**src/lps_pkg.sv**
```systemverilog
// shared constants and types of the low-power mode sequencer
package lps_pkg;
  // ----------------------------------------------------------------
  // interrupt line map
  // ----------------------------------------------------------------
  localparam int NUM_LINES = 48;
  localparam int IRQ_PM = 22;
  localparam int IRQ_GPIO_FIRST = 26;
  localparam int NUM_GPIO_IRQ = 11;
  localparam int IRQ_BACKUP_PM = 37;
  localparam int IRQ_BACKUP_SYS = 38;
  localparam int IRQ_TMR_FIRST = 39;
  localparam int NUM_TMR_IRQ = 5;
  localparam int IRQ_WDT = 44;
  localparam int IRQ_EXT_FIRST = 45;
  localparam int NUM_EXT_IRQ = 3;
  // lines whose source keeps its clock while the core clocks stop
  localparam logic [NUM_LINES-1:0] ASYNC_LINES = 48'hffe0_0040_0000;
  // ----------------------------------------------------------------
  // wake and reset sources
  // ----------------------------------------------------------------
  localparam int NUM_WAKE = 9;
  localparam int WK_EXT_FIRST = 0;
  localparam int WK_TMR_ALARM = 3;
  localparam int WK_TMR_PER = 4;
  localparam int WK_TMR_OVF = 5;
  localparam int WK_WDT = 6;
  localparam int WK_IO_BOD = 7;
  localparam int WK_CORE_BOD = 8;
  // external interrupt and timer wake without an enable bit
  localparam logic [NUM_WAKE-1:0] WAKE_FREE_MASK = 9'h03f;
  localparam int NUM_RST = 4;
  localparam int RC_IO_BOD = 0;
  localparam int RC_CORE_BOD = 1;
  localparam int RC_WDT = 2;
  localparam int RC_PIN = 3;
  localparam int RC_BACKUP = 4;
  localparam int RC_POR = 5;
  localparam int RC_W = 6;
  localparam logic [RC_W-1:0] RC_RESET_VAL = 6'h20;
  localparam logic [1:0] RUN_MODE_ZERO = 2'h0;
  localparam logic [1:0] DEPTH_STOP_SYNC = 2'h3;
  // ----------------------------------------------------------------
  // register map of the controller
  // ----------------------------------------------------------------
  localparam logic [7:0] REG_CTRL = 8'h00;
  localparam logic [7:0] REG_CMD = 8'h04;
  localparam logic [7:0] REG_AWEN = 8'h08;
  localparam logic [7:0] REG_UNMASK_LO = 8'h0c;
  localparam logic [7:0] REG_UNMASK_HI = 8'h10;
  localparam logic [7:0] REG_STATUS = 8'h14;
  localparam logic [7:0] REG_CAUSE = 8'h18;
  localparam int CTRL_DEPTH = 0;
  localparam int CTRL_HOLD = 2;
  localparam int CTRL_SLOW_SEL = 3;
  localparam int CTRL_WAKE_IRQ = 4;
  localparam int CTRL_AUTO_WAKE = 5;
  localparam int CTRL_RUN_MODE = 8;
  localparam int CMD_SLEEP = 0;
  localparam int CMD_DEEP = 1;
  localparam int CMD_BACKUP = 2;
  localparam int CMD_CLEAR = 3;
  localparam int STAT_RUN_MODE = 4;
  localparam int STAT_WAKE = 8;
  localparam int CAUSE_BACKUP_WAKE = 8;
  localparam logic [1:0] RESP_OKAY = 2'h0;
  localparam logic [1:0] RESP_SLVERR = 2'h2;

  typedef enum logic [2:0] {
    ST_RUN, ST_SLEEP, ST_WAIT, ST_HOLD, ST_BACKUP, ST_CORE_RST
  } lps_state_type;
endpackage

```
**src/lps_link_if.sv**
```systemverilog
// link between the core-side controller and the sequencer
`timescale 1ns/1ns
`default_nettype none
interface lps_link_if;
  import lps_pkg::*;
  logic wfi_req;
  logic [1:0] sleep_depth_select;
  logic deep_sleep_select;
  logic hold_state_select;
  logic backup_select;
  logic slow_clock_source_select;
  logic wake_irq_enable;
  logic [1:0] run_mode;
  logic run_mode_wr;
  logic [NUM_WAKE-1:0] async_wake_enable;
  logic [NUM_LINES-1:0] irq_unmask;
  logic cause_clear;
  lps_state_type mode;
  logic [1:0] active_run_mode;
  logic [NUM_WAKE-1:0] wake_cause;
  logic [NUM_WAKE-1:0] backup_wake_cause;
  logic [RC_W-1:0] reset_cause;

  modport dev_mp (
    input wfi_req, sleep_depth_select, deep_sleep_select, hold_state_select, backup_select,
    input slow_clock_source_select, wake_irq_enable, run_mode, run_mode_wr, async_wake_enable,
    input irq_unmask, cause_clear,
    output mode, active_run_mode, wake_cause, backup_wake_cause, reset_cause
  );
  modport host_mp (
    output wfi_req, sleep_depth_select, deep_sleep_select, hold_state_select, backup_select,
    output slow_clock_source_select, wake_irq_enable, run_mode, run_mode_wr, async_wake_enable,
    output irq_unmask, cause_clear,
    input mode, active_run_mode, wake_cause, backup_wake_cause, reset_cause
  );
endinterface
`default_nettype wire

```
**src/lps_device.sv**
```systemverilog
// low-power mode sequencer: mode state, wake and reset handling, cause records
//
// Summary of operation
// - light sleep: selects cleared, depth programmed first
// - light sleep ends on unmasked interrupt
// - unclocked source cannot wake light sleep
// - wait/hold: only enabled slow oscillators run
// - wait/hold keep core domain powered
// - no autonomous peripheral wake in hold
// - wait/hold entry: deep=1, backup=0, choose hold
// - wait/hold woken only by async sources
// - software enables async wakes except external/timer
// - wake raises power manager or peripheral interrupt
// - wait/hold resume previous run mode
// - backup: core off, backup domain, slow clock
// - pin configuration frozen during backup
// - backup entry: deep=1 and backup=1
// - backup ends on reset or enabled wake
// - backup wake sources: ext, bods, timer, watchdog
// - select bit picks rc or crystal slow clock
// - reset exit: supply stable, flag reset cause
// - wake exit: core-only reset, previous run mode
// - wake exit sets backup flag in reset cause
// - fixed interrupt line assignment 22 and 26 to 47
//
// Added by the designer: the register offsets and the AXI4-Lite slave port.
`timescale 1ns/1ns
`default_nettype none
module lps_device (
  input wire logic clk_sys,
  input wire logic rst_n,
  lps_link_if.dev_mp link,
  input wire logic [lps_pkg::NUM_GPIO_IRQ-1:0] gpio_irq,
  input wire logic backup_pm_irq,
  input wire logic backup_sys_irq,
  input wire logic [lps_pkg::NUM_TMR_IRQ-1:0] tmr_irq,
  input wire logic wdt_irq,
  input wire logic [lps_pkg::NUM_EXT_IRQ-1:0] ext_irq,
  input wire logic [lps_pkg::NUM_LINES-1:0] src_clk_run,
  input wire logic [lps_pkg::NUM_WAKE-1:0] wake_evt,
  input wire logic [lps_pkg::NUM_RST-1:0] rst_src,
  input wire logic rc_slow_enable,
  input wire logic xtal_slow_enable,
  input wire logic core_supply_ok,
  output logic [lps_pkg::NUM_LINES-1:0] irq_line,
  output logic cpu_clk_en,
  output logic sync_clk_en,
  output logic rc_slow_run,
  output logic xtal_slow_run,
  output logic slow_clk_sel,
  output logic core_power_on,
  output logic io_hold,
  output logic core_reset_n
);
  import lps_pkg::*;

  lps_state_type state;
  lps_state_type next_state;
  logic [NUM_LINES-1:0] raw_irq;
  logic [NUM_LINES-1:0] next_irq;
  logic [NUM_WAKE-1:0] wake_ok;
  logic [1:0] saved_run_mode;
  logic [1:0] active_run_mode;
  logic [1:0] depth_q;
  logic [NUM_WAKE-1:0] wake_cause;
  logic [NUM_WAKE-1:0] backup_wake_cause;
  logic [RC_W-1:0] reset_cause;
  logic reset_exit;
  logic pm_wake_pulse;
  logic any_rst;
  logic sleep_wake;
  logic deep_wake;
  logic backup_wake;
  logic resume;

  // ----------------------------------------------------------------
  // interrupt lines
  // ----------------------------------------------------------------
  always_comb begin
    raw_irq = '0;
    raw_irq[IRQ_PM] = pm_wake_pulse;
    raw_irq[IRQ_GPIO_FIRST +: NUM_GPIO_IRQ] = gpio_irq;
    raw_irq[IRQ_BACKUP_PM] = backup_pm_irq;
    raw_irq[IRQ_BACKUP_SYS] = backup_sys_irq;
    raw_irq[IRQ_TMR_FIRST +: NUM_TMR_IRQ] = tmr_irq;
    raw_irq[IRQ_WDT] = wdt_irq;
    raw_irq[IRQ_EXT_FIRST +: NUM_EXT_IRQ] = ext_irq;
  end

  // a source whose clock is stopped cannot raise its line, unless the line is one of ASYNC_LINES
  for (genvar g = 0; g < NUM_LINES; g++) begin : g_gate
    assign next_irq[g] = raw_irq[g] & (src_clk_run[g] | ASYNC_LINES[g]);
  end

  always_ff @(posedge clk_sys or negedge rst_n) begin
    if (!rst_n) begin
      irq_line <= '0;
    end else begin
      irq_line <= next_irq;
    end
  end

  // ----------------------------------------------------------------
  // wake and reset decisions
  // ----------------------------------------------------------------
  assign any_rst = |rst_src;
  assign wake_ok = wake_evt & (link.async_wake_enable | WAKE_FREE_MASK);
  assign sleep_wake = (state == ST_SLEEP) && |(irq_line & link.irq_unmask);
  assign deep_wake = ((state == ST_WAIT) || (state == ST_HOLD)) && |wake_ok;
  assign backup_wake = (state == ST_BACKUP) && |wake_ok;
  assign resume = sleep_wake || deep_wake;

  always_comb begin
    next_state = state;
    if (any_rst) begin
      next_state = ST_CORE_RST;
    end else begin
      case (state)
        ST_RUN: begin
          if (link.wfi_req) begin
            if (!link.deep_sleep_select) begin
              next_state = ST_SLEEP;
            end else if (link.backup_select) begin
              next_state = ST_BACKUP;
            end else if (link.hold_state_select) begin
              next_state = ST_HOLD;
            end else begin
              next_state = ST_WAIT;
            end
          end
        end
        ST_SLEEP: begin
          if (sleep_wake) begin
            next_state = ST_RUN;
          end
        end
        ST_WAIT, ST_HOLD: begin
          if (deep_wake) begin
            next_state = ST_RUN;
          end
        end
        ST_BACKUP: begin
          if (backup_wake) begin
            next_state = ST_CORE_RST;
          end
        end
        ST_CORE_RST: begin
          if (core_supply_ok) begin
            next_state = ST_RUN;
          end
        end
        default: next_state = ST_RUN;
      endcase
    end
  end

  always_ff @(posedge clk_sys or negedge rst_n) begin
    if (!rst_n) begin
      state <= ST_RUN;
    end else begin
      state <= next_state;
    end
  end

  // ----------------------------------------------------------------
  // run mode bookkeeping
  // ----------------------------------------------------------------
  always_ff @(posedge clk_sys or negedge rst_n) begin
    if (!rst_n) begin
      saved_run_mode <= RUN_MODE_ZERO;
      active_run_mode <= RUN_MODE_ZERO;
      depth_q <= '0;
      reset_exit <= 1'b1;
    end else begin
      if (state == ST_RUN && link.wfi_req) begin
        saved_run_mode <= active_run_mode;
        depth_q <= link.sleep_depth_select;
      end
      if (any_rst) begin
        reset_exit <= 1'b1;
      end else if (backup_wake) begin
        reset_exit <= 1'b0;
      end
      if (state == ST_CORE_RST && next_state == ST_RUN) begin
        active_run_mode <= reset_exit ? RUN_MODE_ZERO : saved_run_mode;
      end else if (resume) begin
        active_run_mode <= saved_run_mode;
      end else if (state == ST_RUN && link.run_mode_wr) begin
        active_run_mode <= link.run_mode;
      end
    end
  end

  // ----------------------------------------------------------------
  // cause records: a new event wins over a clear in the same cycle
  // ----------------------------------------------------------------
  always_ff @(posedge clk_sys or negedge rst_n) begin
    if (!rst_n) begin
      wake_cause <= '0;
      backup_wake_cause <= '0;
      reset_cause <= RC_RESET_VAL;
      pm_wake_pulse <= 1'b0;
    end else begin
      wake_cause <= (link.cause_clear ? '0 : wake_cause) | (deep_wake ? wake_ok : '0);
      // backup domain record survives the core-only reset
      backup_wake_cause <= (link.cause_clear ? '0 : backup_wake_cause) |
                           (backup_wake ? wake_ok : '0);
      reset_cause <= (link.cause_clear ? '0 : reset_cause) |
                     {1'b0, backup_wake, rst_src};
      pm_wake_pulse <= deep_wake && link.wake_irq_enable;
    end
  end

  // ----------------------------------------------------------------
  // clocks, power and pins
  // ----------------------------------------------------------------
  always_ff @(posedge clk_sys or negedge rst_n) begin
    if (!rst_n) begin
      cpu_clk_en <= 1'b1;
      sync_clk_en <= 1'b1;
      rc_slow_run <= 1'b0;
      xtal_slow_run <= 1'b0;
      slow_clk_sel <= 1'b0;
      core_power_on <= 1'b1;
      io_hold <= 1'b0;
      core_reset_n <= 1'b1;
    end else begin
      cpu_clk_en <= (next_state == ST_RUN);
      // deepest light-sleep setting also stops the peripheral clocks
      sync_clk_en <= (next_state == ST_RUN) ||
                     ((next_state == ST_SLEEP) && (depth_q != DEPTH_STOP_SYNC));
      rc_slow_run <= rc_slow_enable;
      xtal_slow_run <= xtal_slow_enable;
      // choice frozen while the core is away
      if (state == ST_RUN) begin
        slow_clk_sel <= link.slow_clock_source_select;
      end
      core_power_on <= (next_state != ST_BACKUP);
      io_hold <= (next_state == ST_BACKUP);
      core_reset_n <= (next_state != ST_CORE_RST);
    end
  end

  assign link.mode = state;
  assign link.active_run_mode = active_run_mode;
  assign link.wake_cause = wake_cause;
  assign link.backup_wake_cause = backup_wake_cause;
  assign link.reset_cause = reset_cause;
endmodule
`default_nettype wire

```
**src/flat_wrapper.sv**
```systemverilog
// flat-port wrapper written by rule: the top's interface ports become plain ports
module lps_device_flat import lps_pkg::*;
  (clk_sys, rst_n, gpio_irq, backup_pm_irq, backup_sys_irq, tmr_irq, wdt_irq, ext_irq, src_clk_run, wake_evt, rst_src, rc_slow_enable, xtal_slow_enable, core_supply_ok, irq_line, cpu_clk_en, sync_clk_en, rc_slow_run, xtal_slow_run, slow_clk_sel, core_power_on, io_hold, core_reset_n, link_wfi_req, link_sleep_depth_select, link_deep_sleep_select, link_hold_state_select, link_backup_select, link_slow_clock_source_select, link_wake_irq_enable, link_run_mode, link_run_mode_wr, link_async_wake_enable, link_irq_unmask, link_cause_clear, link_mode, link_active_run_mode, link_wake_cause, link_backup_wake_cause, link_reset_cause);
  lps_link_if link_i ();
  input wire logic clk_sys;
  input wire logic rst_n;
  input wire logic [lps_pkg::NUM_GPIO_IRQ-1:0] gpio_irq;
  input wire logic backup_pm_irq;
  input wire logic backup_sys_irq;
  input wire logic [lps_pkg::NUM_TMR_IRQ-1:0] tmr_irq;
  input wire logic wdt_irq;
  input wire logic [lps_pkg::NUM_EXT_IRQ-1:0] ext_irq;
  input wire logic [lps_pkg::NUM_LINES-1:0] src_clk_run;
  input wire logic [lps_pkg::NUM_WAKE-1:0] wake_evt;
  input wire logic [lps_pkg::NUM_RST-1:0] rst_src;
  input wire logic rc_slow_enable;
  input wire logic xtal_slow_enable;
  input wire logic core_supply_ok;
  output logic [lps_pkg::NUM_LINES-1:0] irq_line;
  output logic cpu_clk_en;
  output logic sync_clk_en;
  output logic rc_slow_run;
  output logic xtal_slow_run;
  output logic slow_clk_sel;
  output logic core_power_on;
  output logic io_hold;
  output logic core_reset_n;
  input wire logic [$bits(link_i.wfi_req)-1:0] link_wfi_req;
  input wire logic [$bits(link_i.sleep_depth_select)-1:0] link_sleep_depth_select;
  input wire logic [$bits(link_i.deep_sleep_select)-1:0] link_deep_sleep_select;
  input wire logic [$bits(link_i.hold_state_select)-1:0] link_hold_state_select;
  input wire logic [$bits(link_i.backup_select)-1:0] link_backup_select;
  input wire logic [$bits(link_i.slow_clock_source_select)-1:0] link_slow_clock_source_select;
  input wire logic [$bits(link_i.wake_irq_enable)-1:0] link_wake_irq_enable;
  input wire logic [$bits(link_i.run_mode)-1:0] link_run_mode;
  input wire logic [$bits(link_i.run_mode_wr)-1:0] link_run_mode_wr;
  input wire logic [$bits(link_i.async_wake_enable)-1:0] link_async_wake_enable;
  input wire logic [$bits(link_i.irq_unmask)-1:0] link_irq_unmask;
  input wire logic [$bits(link_i.cause_clear)-1:0] link_cause_clear;
  output wire logic [$bits(link_i.mode)-1:0] link_mode;
  output wire logic [$bits(link_i.active_run_mode)-1:0] link_active_run_mode;
  output wire logic [$bits(link_i.wake_cause)-1:0] link_wake_cause;
  output wire logic [$bits(link_i.backup_wake_cause)-1:0] link_backup_wake_cause;
  output wire logic [$bits(link_i.reset_cause)-1:0] link_reset_cause;
  assign link_i.wfi_req = link_wfi_req;
  assign link_i.sleep_depth_select = link_sleep_depth_select;
  assign link_i.deep_sleep_select = link_deep_sleep_select;
  assign link_i.hold_state_select = link_hold_state_select;
  assign link_i.backup_select = link_backup_select;
  assign link_i.slow_clock_source_select = link_slow_clock_source_select;
  assign link_i.wake_irq_enable = link_wake_irq_enable;
  assign link_i.run_mode = link_run_mode;
  assign link_i.run_mode_wr = link_run_mode_wr;
  assign link_i.async_wake_enable = link_async_wake_enable;
  assign link_i.irq_unmask = link_irq_unmask;
  assign link_i.cause_clear = link_cause_clear;
  assign link_mode = link_i.mode;
  assign link_active_run_mode = link_i.active_run_mode;
  assign link_wake_cause = link_i.wake_cause;
  assign link_backup_wake_cause = link_i.backup_wake_cause;
  assign link_reset_cause = link_i.reset_cause;
  lps_device u_core (.clk_sys(clk_sys), .rst_n(rst_n), .link(link_i), .gpio_irq(gpio_irq), .backup_pm_irq(backup_pm_irq), .backup_sys_irq(backup_sys_irq), .tmr_irq(tmr_irq), .wdt_irq(wdt_irq), .ext_irq(ext_irq), .src_clk_run(src_clk_run), .wake_evt(wake_evt), .rst_src(rst_src), .rc_slow_enable(rc_slow_enable), .xtal_slow_enable(xtal_slow_enable), .core_supply_ok(core_supply_ok), .irq_line(irq_line), .cpu_clk_en(cpu_clk_en), .sync_clk_en(sync_clk_en), .rc_slow_run(rc_slow_run), .xtal_slow_run(xtal_slow_run), .slow_clk_sel(slow_clk_sel), .core_power_on(core_power_on), .io_hold(io_hold), .core_reset_n(core_reset_n));
endmodule
```
**config.mk**
```make
export PLATFORM = sky130hd
export DESIGN_NAME = lps_device_flat
export DESIGN_NICKNAME = d
export VERILOG_FILES = /design/src/lps_pkg.sv /design/src/lps_link_if.sv /design/src/lps_device.sv /design/src/flat_wrapper.sv
export SDC_FILE = /design/constraint.sdc
export NUM_CORES = 1
export LEC_CHECK = 0
export ABC_AREA = 1
export BUFFER_PORTS_ARGS = -buffer_cell sky130_fd_sc_hd__buf_2
export CELL_PAD_IN_SITES_DETAIL_PLACEMENT = 1
export CELL_PAD_IN_SITES_GLOBAL_PLACEMENT = 2
export CORE_UTILIZATION = 19
export CTS_CLUSTER_SIZE = 8
export DETAILED_ROUTE_END_ITERATION = 8
export HOLD_SLACK_MARGIN = 0.12
export PLACE_DENSITY = 0.79
export SYNTH_ARGS = -nofsm -noshare
export SYNTH_HDL_FRONTEND = slang
export SYNTH_SLANG_ARGS = --single-unit
```
**constraint.sdc**
```tcl
create_clock -name clk_sys -period 1.7 [get_ports clk_sys]
set_input_delay 0.34 -clock clk_sys [delete_from_list [all_inputs] [get_ports clk_sys]]
set_output_delay 0.34 -clock clk_sys [all_outputs]
set_load 0.05 [all_outputs]
```
# [Yosys cells after proc, flatten, opt, wreduce, memory -nomap -nowiden]
# Cells that the tools add are included.
[totals] word_cells=84 latch_bits=0 ramBits=0 rom_bits=0 register_bits=66 in_bits=157 n_memories=0 output_inout_bits=85
[classes] eq_ne=10 mux=21 multipliers=0 shift=0 div_mod_pow=0 reduce_logical=19 addsub=0 bitwise_logic=16 order_cmp=0
[ops] cell="48-bit bitwise AND" n=1
[ops] cell="48-bit OR reduction" n=1
[ops] cell="9-bit 2-to-1 mux" n=4
[ops] cell="3-bit 2-to-1 mux" n=8
[ops] cell="9-bit bitwise OR" n=2
[ops] cell="3-bit case mux with 5 select lines" n=1
[ops] cell="1-bit bitwise AND" n=11
[ops] cell="9-bit bitwise AND" n=1
[ops] cell="3-bit == test, second input constant" n=3
[ops] cell="9-bit OR reduction" n=1
[ops] cell="1-bit logical AND" n=8
[ops] cell="2-bit 2-to-1 mux" n=4
[ops] cell="3-bit by 1-bit == test with 1-bit output, second input constant" n=2
[ops] cell="3-bit by 2-bit == test with 1-bit output, second input constant" n=2
[ops] cell="3-bit zero test" n=2
[ops] cell="6-bit 2-to-1 mux" n=1
[ops] cell="3-bit inequality test, second input constant" n=2
[ops] cell="6-bit by 5-bit bitwise OR with 6-bit output" n=1
[ops] cell="4-bit OR reduction" n=1
[ops] cell="1-bit logical OR" n=3
[ops] cell="1-bit 2-to-1 mux" n=3
[ops] cell="3-bit nonzero test" n=1
[ops] cell="2-bit inequality test, second input constant" n=1
[ops] cell="2-bit nonzero test" n=1
[ops] cell="2-bit OR reduction" n=1

# [Logic depth before layout (Yosys ltp)]
# Gate-level depths: netlist of run 1.
[logic_depth] word_depth=9 ltp_mapped=14 depth_no_buf=14

# [Worst setup path before layout of run 1]
# OpenSTA, ideal clock, no wires.
[synth_timing] path_kind="register to register" from="reg u_core.state[2] (netlist: u_core.link.mode[2])" to="reg u_core.active_run_mode[0] (netlist: u_core.link.active_run_mode[0])" period_less_slack_ps=1707 setup_time_ps=119 path_buffers=0 slack_ps=-7 t_arrival_ps=1589 required_ps=1581 path_stages_with_launch=12 path_cell_list="dfrtp_1 inv_2 nand3_4 inv_4 nand2_2 nand3_2 a21oi_1 nand4_2 nand2_1 nand2_1 nand2_1 nand2_1"
[synth_between] elab_chain_cells=9 word_cells_on_any_way=25 classes_between="5 x eq/ne; 9 x mux; 11 x reduce/logical"
[synth_lines] element="start, declared" line="lps_device.sv:57" rtl="lps_state_type state;"
[synth_lines] element="start signal, assigned" line="lps_device.sv:161" rtl="state <= next_state;"
[synth_lines] element="3-bit by 2-bit == test with 1-bit output" line="lps_device.sv:109, lps_device.sv:118"
[synth_lines] element="1-bit logical OR" line="lps_device.sv:109" rtl="assign deep_wake = ((state == ST_WAIT) || (state == ST_HOLD)) && |wake_ok;"
[synth_lines] element="1-bit logical AND" line="lps_device.sv:109"
[synth_lines] element="3-bit 2-to-1 mux" line="lps_device.sv:138" rtl="if (deep_wake) begin"
[synth_lines] element="3-bit case mux with 5 select lines *" line="lps_device.sv:118" rtl="case (state)"
[synth_lines] element="3-bit 2-to-1 mux *" line="lps_device.sv:115" rtl="if (any_rst) begin"
[synth_lines] element="via u_core.next_state[2]" line="lps_device.sv:58" rtl="lps_state_type next_state;"
[synth_lines] element="3-bit zero test *" line="lps_device.sv:184" rtl="if (state == ST_CORE_RST && next_state == ST_RUN) begin"
[synth_lines] element="1-bit logical AND *" line="lps_device.sv:184"
[synth_lines] element="3-bit nonzero test (no source line) or 2-bit 2-to-1 mux (tied branches)"
[synth_lines] element="end signal, assigned" line="lps_device.sv:185" rtl="active_run_mode <= reset_exit ? RUN_MODE_ZERO : saved_run_mode;"
[synth_lines] element="end signal, assigned" line="lps_device.sv:187" rtl="active_run_mode <= saved_run_mode;"
[synth_lines] element="end signal, assigned" line="lps_device.sv:189" rtl="active_run_mode <= link.run_mode;"
[synth_lines] element="end, declared" line="lps_device.sv:63" rtl="logic [1:0] active_run_mode;"
# Mark *: on every way through the listed nets, which the timed path passes. The rest lies on a longest branch.
# A chain may end at the register's enable or synchronous reset.

# [Final worst setup path of run 1]
[layout_timing] from="reg u_core.state[1] (netlist: u_core.link.mode[1])" to="reg u_core.active_run_mode[0] (netlist: u_core.link.active_run_mode[0])"
[layout_between] elab_chain_cells=9 word_cells_on_any_way=25 classes_between="5 x eq/ne; 9 x mux; 11 x reduce/logical"
[layout_lines] element="3-bit by 2-bit == test with 1-bit output" line="lps_device.sv:109, lps_device.sv:118"
[layout_lines] element="1-bit logical OR" line="lps_device.sv:109"
[layout_lines] element="1-bit logical AND" line="lps_device.sv:109"
[layout_lines] element="3-bit 2-to-1 mux" line="lps_device.sv:138"
[layout_lines] element="3-bit case mux with 5 select lines" line="lps_device.sv:118"
[layout_lines] element="3-bit 2-to-1 mux" line="lps_device.sv:115"
[layout_lines] element="3-bit zero test" line="lps_device.sv:184"
[layout_lines] element="1-bit logical AND" line="lps_device.sv:184"
[layout_lines] element="3-bit nonzero test (no source line) or 2-bit 2-to-1 mux (tied branches)"
# Several ways; a longest one is shown, not always the timed one.

==> results.md, run 1 <==
- The worst hold path begins at src_clk_run[32].
- The share of Yosys cell area claimed by the top area cell type is 0.5211.
- The final critical delay including setup and external delays is 1544 ps.
- The run finished, with violations left.
- The path depth of the worst reg2reg path is 9.
- The total global routing overflow is 0.
- The cell count after synthesis came out at about 320.
- The launching instance or port of the critical path is u_core.link.mode[1].
- The maximum fanout along the worst path is 5.
- The setup path with the least slack is of type register to register.
- The post-route clock skew is 6.110 ps.
- After detailed routing, the number of remaining DRC violations is 34.
- After floorplanning, the core was divided into 44 placement rows.
- STA classifies the critical path endpoint as a register.
- The critical register-to-register path startpoint is u_core.link.mode[1].
- The leakage power is 2.432 nW.
- The terminating pin of the worst hold path is u_core.irq_line[32].
- The synthesized flop and latch total is 66.
- The total count of max-transition violations in the final report is 0.
- The sum of internal, switching and leakage power is around 0.0041 W.
- The worst hold slack is 193.5 ps.
- Derived from the worst setup path, the maximum achievable clock frequency is about 0.65 GHz.
- The height of the chip is between 100 and 150 um.
- The global router's overall resource usage is 0.1182.
- Dividing the final minimum period by the clock period gives 0.9081.
- The count of nets left with antenna violations once routing finished came out at 0.
- Data on the critical path arrives at its endpoint at 1770 ps.
- The final-report setup violation count is 0.
- Clock-pin slew was measured on the worst setup and hold paths at 60 ps.
- During I/O placement, the number of pins put on the boundary was roughly 240.
- The share of total power dissipated in combinational logic is 0.176.
- Ranked by total cell area, the synthesized netlist is headed by dfrtp_1 52%, nand2_1 11%, inv_1 6.9%.
- dfrtp_1 takes more of the synthesized area than any other cell.
- The top cell types in the final layout, fill and taps aside, are 148 x buf_2, 82 x nand2_1, 58 x dfrtp_1.
- Using the TritonRoute via totals, the vias-per-cell ratio works out to 3.899.
- Counting instances, the worst hold path has a depth of 3.
- The most common cell after layout, fill and taps aside is buf_2.
- The mean post-synth cell area is 9.061 sq um.
- Counting along the longest clock path gives a buffer depth of 2.
- The clock latency on the worst-skew pair is 330 ps.
- Entering global routing, the biggest net connects 67 pins.
- Synthesis instantiated 27 different standard cells from the library.
- STA classifies the critical path startpoint as a register.
- Cell internal power was estimated by the tool at 0.002850 W.
- The layout filler cell count is 1780.
- The total number of clock tree sinks is 66.
- The worst reg2reg path endpoint is u_core.link.active_run_mode[0].
- The number of warnings issued by yosys is 0.
- The tool flagged a number of max-cap violations equal to 0.
- The number of global-route vias before repair was a little under 3k.
- The region available for standard cell placement spans 0.01464 sq mm.
- The number of antenna violations at the first check in global routing is 0.
- The total wirelength of the detailed-routed design is around 8900 um.
- The worst-case vdd ir drop is 378.8 uV.
- The final reports fail on DRC.
- The die covers 0.01566 sq mm.
- The starting density of the core is 0.1968.
- The setup slack of the most critical reg-to-reg path is 160 ps.
- The area of the mapped netlist is 0.002882 sq mm.
- The depth of the CTS H-tree is 3.
- In this run, the number of DRC markers left after iteration 0 of detailed routing was 69.
- The die is 125.2 um wide.
- Once layout is complete, the utilization of the core stands at 0.2984.
- Of the total power, the share spent switching nets is 0.3021.
- The first global-routing pass estimated 14350 um of wire.
- Of the cells placed in the final design, the portion with a size suffix greater than 1 is 0.4305.
- For this run, the register share of the synthesized area comes to 0.5758.
- The post-route setup TNS is 0 ps.
- The clock tree from TritonCTS is built.
- The clock share of power is 0.416.
- For this design the ratio of total power to cell area is between 900 and 1000 mW/mm^2.
- The hold violation total from the final report is 0.
- The switching power is 0.001234 W.
- The share of power burned in registers is 0.409.
- The number of buffers added on ports is 148.
- The growth of design area from synthesis to finish is 51.67%.
- The final layout contains 663 nets.
- The count of vias placed by the detailed router is between 2k and 3k.
- The required time reported for the critical path endpoint is approximately 1900 ps.
- The root buffer selected by CTS is clkbuf_16.
- The first detailed-routing pass ran for 6 iterations.
- The HPWL after detailed placement is 6873 um.
- The path class of the lowest-slack min-delay path is primary input to register.
- The number of antenna repair diodes is 0.
- The TritonCTS buffer count is 9.
- At the end of routability-driven placement, the weighted congestion stood at 0.7736.
- The average routed wire per standard cell is 12.79 um.
Yosys cell counts (all sizes together):
library cell	number
nand2	89
dfrtp	60
inv	57
buf	25
nor2	24
o22ai	18
nand3	11
dfstp	6
nand4	6
o21ai	6
clkbuf	4
nor3	3
a21oi	2
a31oi	2
o21bai	2
a21o	1
and3	1
conb	1
worst max path at each step:
stage	cells past startpoint	slack [ps]	to
final	9	160	u_core.link.active_run_mode[0]
after global routing	14	-20	u_core.link.active_run_mode[0]
after CTS	12	3	u_core.link.active_run_mode[0]
after detailed placement	13	-100	u_core.link.active_run_mode[1]
after global placement	13	-80	u_core.link.active_run_mode[1]
after floorplan	11	30	u_core.link.active_run_mode[0]
cells by family after synthesis:
| logic type | count (synthesis) | synth area share |
|---|---|---|
| AO/OA/AOI/OAI | 31 | 0.06513 |
| AND/OR/NAND/NOR | 134 | 0.2123 |
| other | 1 | 0.001301 |
| buffers and inverters | 86 | 0.1455 |
| flip-flops | 66 | 0.5758 |
layout make-up:
class                   instances  area [sq um]  area share
flip-flops and latches         66          1662      0.3802
clock inverters                 5         30.03    0.006871
inverters                      57         216.5     0.04953
clock buffers                  11         242.7     0.05554
repair buffers                182          1044      0.2388
multi-input cells             190         945.9      0.2164
well taps                     184         230.2     0.05268
worst max-delay path: stages (launching register included):
cell     delay, ps
dfrtp_2        460
buf_4          160
nor3_2         240
nand3_2        180
nand2_2        120
nor2_4          40
nand3_1         70
nand2_1         60
nand2_1         50
nand2_1         50
metal layers:
metal,part of all wire,vias to the layer above,routed length [um],GRT usage
li1,-,1306,-,-
met1,0.40,1272,3521,0.1305
met2,0.50,124,4487,0.2110
met4,0.0080,0,71,0.03228
met3,0.091,8,809,0.04536
met5,0,-,0,0
timing repair:
| action | 4_1_cts | 5_1_grt |
|---|---|---|
| hold buffers | 14 | 0 |
| setup endpoints to repair | 0 | 2 |
| endpoints found under the hold margin | 73 | 0 |
| resized for setup | 0 | 15 |
| buffers inserted | 0 | 2 |
power groups by stage:
stage,combinational (W),clock (W),sequential (W)
3_5_place_dp,0.000694,0,0.00170
4_1_cts,0.000721,0.00177,0.00167
2_1_floorplan,0.000277,0,0.00190
5_1_grt,0.000775,0.00185,0.00168
6_report,0.000718,0.00170,0.00167
3_3_place_gp,0.000681,0,0.00169
flip-flops by register name, indices dropped and copies added (netlist names), 2 cells and up:
| signal | flops |
|---|---|
| u_core.irq_line | 23 |
| u_core.link.backup_wake_cause | 9 |
| u_core.link.wake_cause | 9 |
| u_core.link.reset_cause | 6 |
| u_core.link.mode | 3 |
| u_core.depth_q | 2 |
| u_core.link.active_run_mode | 2 |
| u_core.saved_run_mode | 2 |
metrics by stage:
step / instance area, sq um / setup slack, ps / std cells
finish: 4370 / 156.3 / 695
global route: 4370 / -21.08 / 695
CTS: 4303 / 2.876 / 693
detailed placement: 3890 / -100.8 / 663
global placement: 3890 / -77.07 / 663
floorplan: 2974 / 26.17 / 342
Power figures use the tool's default switching activity.
==> inputs of run 2 (changes only) <==
Settings changed: ABC_AREA 1 to default, CORE_UTILIZATION 19 to 20.
==> run 2 against run 1 <==
Compared with the run above: the flow now finishes without violations; final area decreased by 2.6%; clock power increased by 6%; combinational power decreased by 11%; die area decreased by 11%; cell count decreased by 16%; first-iteration DRC count decreased by 19%; count of clock-buffer cells in the layout unchanged; clock skew about the same; core utilization increased by 2.4 points; hold slack got worse by 33 ps; critical path type unchanged; largest cell class unchanged.
==> results.md, run 2 <==
- The maximum fanout along the worst path was 4 (-1).
- The number of nets in the layout was 562 (-15%).
- The area of all placed cells without fillers came to 0.004255 sq mm (-2.6%).
- The clock slew seen by the registers of the worst setup and hold paths was 50 ps (about the same).
- The HPWL after detailed placement was 6533 um (-4.9%).
- The number of warnings issued by yosys is 0 (unchanged).
- The routability-driven placement congestion ratio is 0.7430 (-4.0%).
- On the critical path, the stage with the largest delay is an instance of dfrtp_1.
- The switching power is 0.001151 W (-6.7%).
- The post-placement cell count was 556 (-16%).
- The critical register-to-register path startpoint is u_core.irq_line[22].
- The arrival time at the worst endpoint came to 1900 ps (+130 ps).
- The largest net degree at the start of global routing is 36 (-46%).
- By area the synthesized netlist is led by dfrtp_1 56%, buf_4 7.0%, dfstp_2 5.8%.
- In the layout the commonest cells are 147 x buf_2, 57 x dfrtp_1, 25 x conb_1.
- The switching share of power was 0.2806 (-0.02152).
- The number of antenna violations at the first check in global routing came to 0 (unchanged).
- The post-route clock skew is 5.689 ps (-0.4214 ps).
- The ratio of total power to cell area is 964.0 mW/mm^2 (+3.2%).
- The required time reported for the critical path endpoint is 1910 ps (about the same).
- The global router's overall resource usage is 0.1286 (+0.01039).
- dfrtp_1 takes more of the synthesized area than any other cell.
- The fraction of layout instances using a drive strength above 1 came to 0.5317 (+0.1012).
- The number of routed nets with antenna violations came to 0 (unchanged).
- From synthesis to final layout, the design area changed by 57.82%.
- The cell area reported after detailed placement came to 0.003769 sq mm (-3.1%).
- The leakage power is 2.215 nW (-9.0%).
- The post-route non-filler standard cell count is 586 (-16%).
- The final-report setup violation count was 0 (unchanged).
- The pin slew with the least headroom to its limit is 550.3 ps.
- Setup repair after global routing could not meet its margin everywhere.
- The sum of internal, switching and leakage power is 0.004102 W (+0.44%).
- The number of buffers added on ports is 148 (unchanged).
- The total number of clock tree sinks is 66 (unchanged).
- The TritonCTS buffer count is 9 (unchanged).
- The average routed wire per standard cell is 14.27 um (+12%).
- The cell row count is 42 (-4.5%).
- The startpoint type of the worst setup path is a register.
- The category of the most critical setup path is register to register.
- The register bank with the most flops is u_core.irq_line.
- The critical path goes through a222oi_1 -> buf_4 -> and3_4 -> buf_4 -> a31oi_4 -> nand2_2 -> nor2_1.
- The cell with the most instances on the worst path is buf_4.
- The unique cell type count in the Yosys netlist is 38 (+41%).
- TritonCTS built the clock tree.
- The number of buffers on the longest clock path is 2 (unchanged).
- The cell count after synthesis is 214 (-33%).
- The share of the core filled with cells in the final layout is 0.3226 (+0.02417).
- The most frequent cell after synthesis is dfrtp_1.
- The combinational group share of total power is 0.156 (-0.020).
- The total wirelength of the detailed-routed design was 8361 um (-5.9%).
- The total global routing overflow came to 0 (unchanged).
- The per-cell via count in the routed design is 4.067 (+4.3%).
- The async set or reset register ratio after synthesis is 1.000 (unchanged).
- The synthesized flop and latch total came to 66 (unchanged).
- The worst setup path is captured at a register.
- The sequential-to-total area share from yosys stat was 0.6153 (+0.03954).
- The area of the core is 0.01319 sq mm (-9.9%).
- The final worst-path cycle share is 0.9949 (+0.08684).
- The largest incremental delay on the critical path is 420 ps (-40 ps).
- The full die area is 0.01395 sq mm (-11%).
- The share of power burned in registers was 0.402 (-0.007).
- The max-capacitance violation count was 0 (unchanged).
- The total count of max-transition violations in the final report is 0 (unchanged).
- In this run the most critical hold path is launched from link_cause_clear.
- In this run the tightest slew margin relative to its limit is 0.6324.
- The first-pass detailed-route iteration total came to 5 (-1).
- The internal power component was 0.002951 W (+3.5%).
- The number of antenna repair diodes came to 0 (unchanged).
- The worst-case vdd ir drop is 366.8 uV (-3.2%).
- The count of vias placed by the detailed router is 2383 (-12%).
- The commonest cells after synthesis are 60 x dfrtp_1, 25 x buf_4, 17 x nand2_1.
- The worst hold slack came to 160.4 ps (-33.16 ps).
- The flip-flop cell with the highest count after synthesis is dfrtp_1.
- The remaining routing DRC violations is 0 (-100%).
- The library cell used most frequently in the layout, excluding fill and tap cells, is buf_2.
- The area of the mapped netlist was 0.002696 sq mm (-6.4%).
- The number of global-route vias before repair is 2627 (-12%).
- The highest clock rate came to 0.5912 GHz (-8.7%).
- The number of enable flip-flop cells after synthesis is 0 (unchanged).
- The first-pass GRT wire length is 13470 um (-6.2%).
- The starting density of the core came to 0.2044 (+0.007650).
- The final critical delay including setup and external delays is 1691 ps (+147.6 ps).
- In the final layout, the registers with the most flip-flops are u_core.irq_line (23), u_core.link.backup_wake_cause (9), u_core.link.wake_cause (9).
- The height of the chip is 118.1 um (-5.6%).
- The hold violation total from the final report is 0 (unchanged).
- The run finished with clean final reports.
- The number of flip-flops under the largest register name is 23 (unchanged).
- The number of top-level design ports came to 242 (unchanged).
- The die extent in x is 118.1 um (-5.6%).
- The clock latency on the worst-skew pair is 330 ps (about the same).
- The mean post-synth cell area was 12.60 sq um (+39%).
- The number of DRC markers in iteration 0 is 56 (-19%).
- The path class of the lowest-slack min-delay path is primary input to register.
- The most critical setup path has its startpoint at u_core.irq_line[22].
- CTS placed an instance of clkbuf_16 at the clock tree root.
- The share of Yosys cell area claimed by the top area cell type came to 0.5568 (+0.03579).
- The clock share of power came to 0.442 (+0.026).
- The depth of the CTS H-tree is 3 (unchanged).
==> run 2: changes by cell type after synthesis, moves of 4 or more <==
cell / before / now
o2bb2ai_1: 0 / 6
nand3_1: 9 / 0
and2_1: 0 / 12
a22oi_1: 0 / 10
o22ai_1: 18 / 0
nor2b_1: 0 / 4
nand2_1: 85 / 17
mux2_2: 0 / 5
a22o_1: 0 / 13
nor2_1: 19 / 4
inv_1: 53 / 4
mux2i_1: 0 / 4
o21ai_0: 6 / 2
==> run 2: what timing repair did <==
| action | 4_1_cts | 5_1_grt |
|---|---|---|
| hold buffers | 14 | 0 |
| resized for setup | 6 | 7 |
| setup endpoints to repair | 7 | 6 |
| hold endpoints to repair | 38 | 0 |
| pin swaps | 4 | 4 |
| buffers inserted | 0 | 1 |
==> run 2: layout make-up <==
cell class,instances,area [sq um]
Fill cell,1540,8935
Inverter,4,15.01
Multi-Input combinational cell,137,973.4
Clock buffer,11,232.7
Timing Repair Buffer,187,1096
Tap cell,176,220.2
Clock inverter,5,55.05
Sequential cell,66,1663
==> run 2: cell families after synthesis <==
group,share of synthesized area
buf+inv,0.08399
compound gates,0.1346
mux,0.03573
other cells,0.001391
simple gates,0.1290
flops,0.6153
==> run 2: routing by layer <==
layer	up-vias	routed length, um	global-route usage
met5	-	0	0
met3	8	733	0.04893
li1	1087	-	-
met4	0	104	0.04808
met1	1158	3355	0.1443
met2	130	4168	0.2199
==> run 2: through the flow <==
| stage | TNS (ps) | setup WS [ps] |
|---|---|---|
| floorplan | -200.9 | -66.36 |
| global placement | -2137 | -336.5 |
| detailed placement | -2268 | -312.0 |
| CTS | 0 | 16.67 |
| global route | -233.4 | -55.07 |
| finish | 0 | 8.630 |
==> run 2: power by group through the flow <==
stage	Combinational, W	Clock [W]	Sequential [W]
3_3_place_gp	0.000607	0	0.00167
5_1_grt	0.000686	0.00195	0.00165
4_1_cts	0.000645	0.00189	0.00165
6_report	0.000641	0.00181	0.00165
3_5_place_dp	0.000616	0	0.00168
2_1_floorplan	0.000243	0	0.00183
==> run 2: worst paths after layout <==
kind / end / slack, ps / cells after the start
worst max-delay path: u_core.io_hold / 9 / 7
worst min-delay path: u_core.link.reset_cause[5] / 160 / 2
worst max register to register: u_core.io_hold / 9 / 7
worst min register to register: u_core.irq_line[22] / 380 / 0
max in group asynchronous: u_core.link.backup_wake_cause[2] / 640 / 3
min in group asynchronous: u_core.link.reset_cause[4] / 500 / 2
==> run 2: critical path: cells and delay by family, from the launching register on <==
| family | cells | cell delay, ps |
|---|---|---|
| flip-flops | 1 | 420 |
| AO/OA/AOI/OAI | 2 | 450 |
| buffers and inverters | 2 | 310 |
| AND/OR/NAND/NOR | 3 | 390 |
==> inputs of run 3 (changes only) <==
Settings changed: CORE_MARGIN from default to 5.
==> run 3 against run 2 <==
Compared with the run above: via count is 0.46% lower; total power is 3.7% lower; clock skew down 1.8 ps; cell count rose by 0.34%; flip-flop and latch count stayed put; highest routed layer unchanged; non-clock buffer count grew 2; critical path type unchanged; final area is 0.74% lower.
==> results.md, run 3 (synthesized netlist as in run 2, its figures left out) <==
- The run finished with clean final reports.
- The final-report setup violation count is 0 (unchanged).
- The most critical setup path has its startpoint at u_core.link.mode[2].
- The count of vias placed by the detailed router was 2372 (-0.46%).
- The TritonCTS buffer count is 9 (unchanged).
- The clock tree from TritonCTS is built.
- Counting flops per register, the top entry is u_core.irq_line.
- The library cells used most frequently in the layout, excluding fill and tap cells, are 147 x buf_2, 57 x dfrtp_1, 26 x buf_4.
- The critical register-to-register path startpoint is u_core.link.mode[2].
- The signal on the critical path passes through nand3b_1 -> or4_1 -> nand4_1 -> a31oi_4 -> nand2_2 -> buf_4 -> nand2_1.
- The most common cell after layout, fill and taps aside is buf_2.
- The final worst-path cycle share is 0.9930 (-0.001965).
- The normalized max-slew margin is 0.6655 (+0.03317).
- The total count of max-transition violations in the final report was 0 (unchanged).
- The number of antenna violations at the first check in global routing came to 0 (unchanged).
- The worst-case vdd ir drop is 369.8 uV (+0.83%).
- The largest net degree at the start of global routing is 67 (+86%).
- The total global routing overflow was 0 (unchanged).
- The share of power burned in registers is 0.418 (+0.016).
- The critical path ends at u_core.core_reset_n.
- The switching power is 0.001115 W (-3.1%).
- The maximum fanout along the worst path came to 4 (unchanged).
- The share of the core filled with cells in the final layout is 0.3190 (-0.003642).
- The number of antenna repair diodes is 0 (unchanged).
- The number of flip-flops under the largest register name came to 23 (unchanged).
- The category of the most critical setup path is register to register.
- The hold violation total from the final report came to 0 (unchanged).
- The number of global-route vias before repair is 2761 (+5.1%).
- Setup repair after global routing could not meet its margin everywhere.
- The largest registers in the layout are u_core.irq_line (23), u_core.link.backup_wake_cause (9), u_core.link.wake_cause (9).
- The post-route clock skew is 3.853 ps (-1.836 ps).
- The arrival time at the worst endpoint was 1950 ps (+50 ps).
- The number of nets in the layout was 564 (+0.36%).
- Relative to the synthesized area, the layout overhead comes to 56.66%.
- The ratio of total power to cell area is 935.5 mW/mm^2 (-3.0%).
- The path depth of the worst reg2reg path was 7 (unchanged).
- The depth of the CTS H-tree came to 3 (unchanged).
- The worst setup margin came to 11.97 ps (+3.340 ps).
- The routability-driven placement congestion ratio is 0.7801 (+5.0%).
- The highest clock rate is 0.5924 GHz (+0.20%).
- The family of cells with the greatest summed delay on the critical path is simple AND/OR/NAND/NOR gates.
- The endpoint type of the worst setup path is a register.
- The cell area reported after detailed placement is 0.003789 sq mm (+0.53%).
- The area of all placed cells without fillers is 0.004224 sq mm (-0.74%).
- The remaining routing DRC violations is 0 (unchanged).
- The root buffer selected by CTS is clkbuf_16.
- The height of the chip was 126.1 um (+6.8%).
- The setup slack of the most critical reg-to-reg path is 10 ps (about the same).
- The clock slew seen by the registers of the worst setup and hold paths came to 50 ps (about the same).
- The switching share of power was 0.2821 (+0.001570).
- The number of buffers on the longest clock path is 2 (unchanged).
- The average routed wire per standard cell is 15.64 um (+9.6%).
- The number of buffers added on ports is 148 (unchanged).
- The post-route setup TNS is 0 ps (unchanged).
- The startpoint type of the worst setup path is a register.
- The HPWL after detailed placement is 7284 um (+11%).
- The worst reg2reg path endpoint is u_core.core_reset_n.
- The largest incremental delay on the critical path is 540 ps (+120 ps).
- The area of the core is 0.01324 sq mm (+0.40%).
- The total number of clock tree sinks is 66 (unchanged).
- The path class of the lowest-slack min-delay path is primary input to register.
- The first-pass GRT wire length came to 14440 um (+7.2%).
- The combinational group share of total power is 0.161 (+0.005).
- The number of routed nets with antenna violations is 0 (unchanged).
- The starting density of the core came to 0.2036 (-0.0008112).
- The total wirelength of the detailed-routed design is 9195 um (+10%).
- The internal power component is 0.002837 W (-3.9%).
- The number of top-level design ports is 242 (unchanged).
- The required time reported for the critical path endpoint is 1960 ps (+50 ps).
- The global router's overall resource usage is 0.1188 (-0.009824).
- The max-capacitance violation count is 0 (unchanged).
- The cell row count came to 42 (unchanged).
- The pin slew with the least headroom to its limit is 500.6 ps (-49.71 ps).
- The clock latency on the worst-skew pair is 330 ps (about the same).
- The leakage power came to 2.207 nW (-0.36%).
- The count of buffering cells on the critical path with inverters included is 1 (-1).
- The number of DRC markers in iteration 0 is 33 (-41%).
- The first-pass detailed-route iteration total came to 4 (-1).
- The per-cell via count in the routed design is 4.034 (-0.80%).
- The sum of internal, switching and leakage power is 0.003952 W (-3.7%).
- The pre-CTS setup slack is -372.6 ps (-60.53 ps).
- The full die area is 0.01590 sq mm (+14%).
- The final critical delay including setup and external delays is 1688 ps (-3.340 ps).
- The critical path depth in cells is 7 (unchanged).
- The fraction of layout instances using a drive strength above 1 came to 0.5267 (-0.005008).
- The die extent in x is 126.1 um (+6.8%).
- The clock share of power was 0.421 (-0.021).
- The cell at the slowest stage of the critical path is or4_1.
run 3: final cells by class:
type | count | area (sq um)
Multi-Input combinational cell | 137 | 948.4
Timing Repair Buffer | 189 | 1112
Sequential cell | 66 | 1663
Clock buffer | 13 | 250.2
Fill cell | 1543 | 9019
Tap cell | 176 | 220.2
Clock inverter | 3 | 15.01
Inverter | 4 | 15.01
run 3: power groups by stage:
stage          logic, W  registers, W  clock network (W)
5_1_grt        0.000682       0.00165            0.00183
4_1_cts        0.000637       0.00165            0.00174
3_5_place_dp   0.000612       0.00168                  0
3_3_place_gp   0.000605       0.00167                  0
6_report       0.000638       0.00165            0.00166
2_1_floorplan  0.000243       0.00183                  0
run 3: metal layers:
metal,up-vias,track usage,wire length (um)
li1,1094,-,-
met1,1133,0.1252,3397
met2,134,0.2025,4587
met3,11,0.05292,1041
met4,0,0.05678,169
met5,-,0,0
run 3: worst min path at each step:
stage                                             to  slack, ps  cells after the start            from
global placement           u_core.link.wake_cause[5]        390                      2           rst_n
CTS                              u_core.irq_line[38]        120                      1  backup_sys_irq
finish                           u_core.irq_line[41]        160                      1      tmr_irq[2]
floorplan                          u_core.depth_q[0]         40                      0           rst_n
global route                     u_core.irq_line[41]        150                      1      tmr_irq[2]
detailed placement  u_core.link.backup_wake_cause[5]        400                      2           rst_n
run 3: through the flow:
stage	instances	hold slack (ps)
2_1_floorplan	238	44.41
3_3_place_gp	559	385.1
3_5_place_dp	559	399.5
4_1_cts	586	122.4
5_1_grt	588	146.4
6_report	588	157.7
run 3: what timing repair did:
action	CTS	global route
buffers inserted	0	1
endpoints found under the hold margin	71	1
hold buffers	12	1
gates resized for setup	3	6
setup endpoints to repair	4	8
pin swaps	4	1
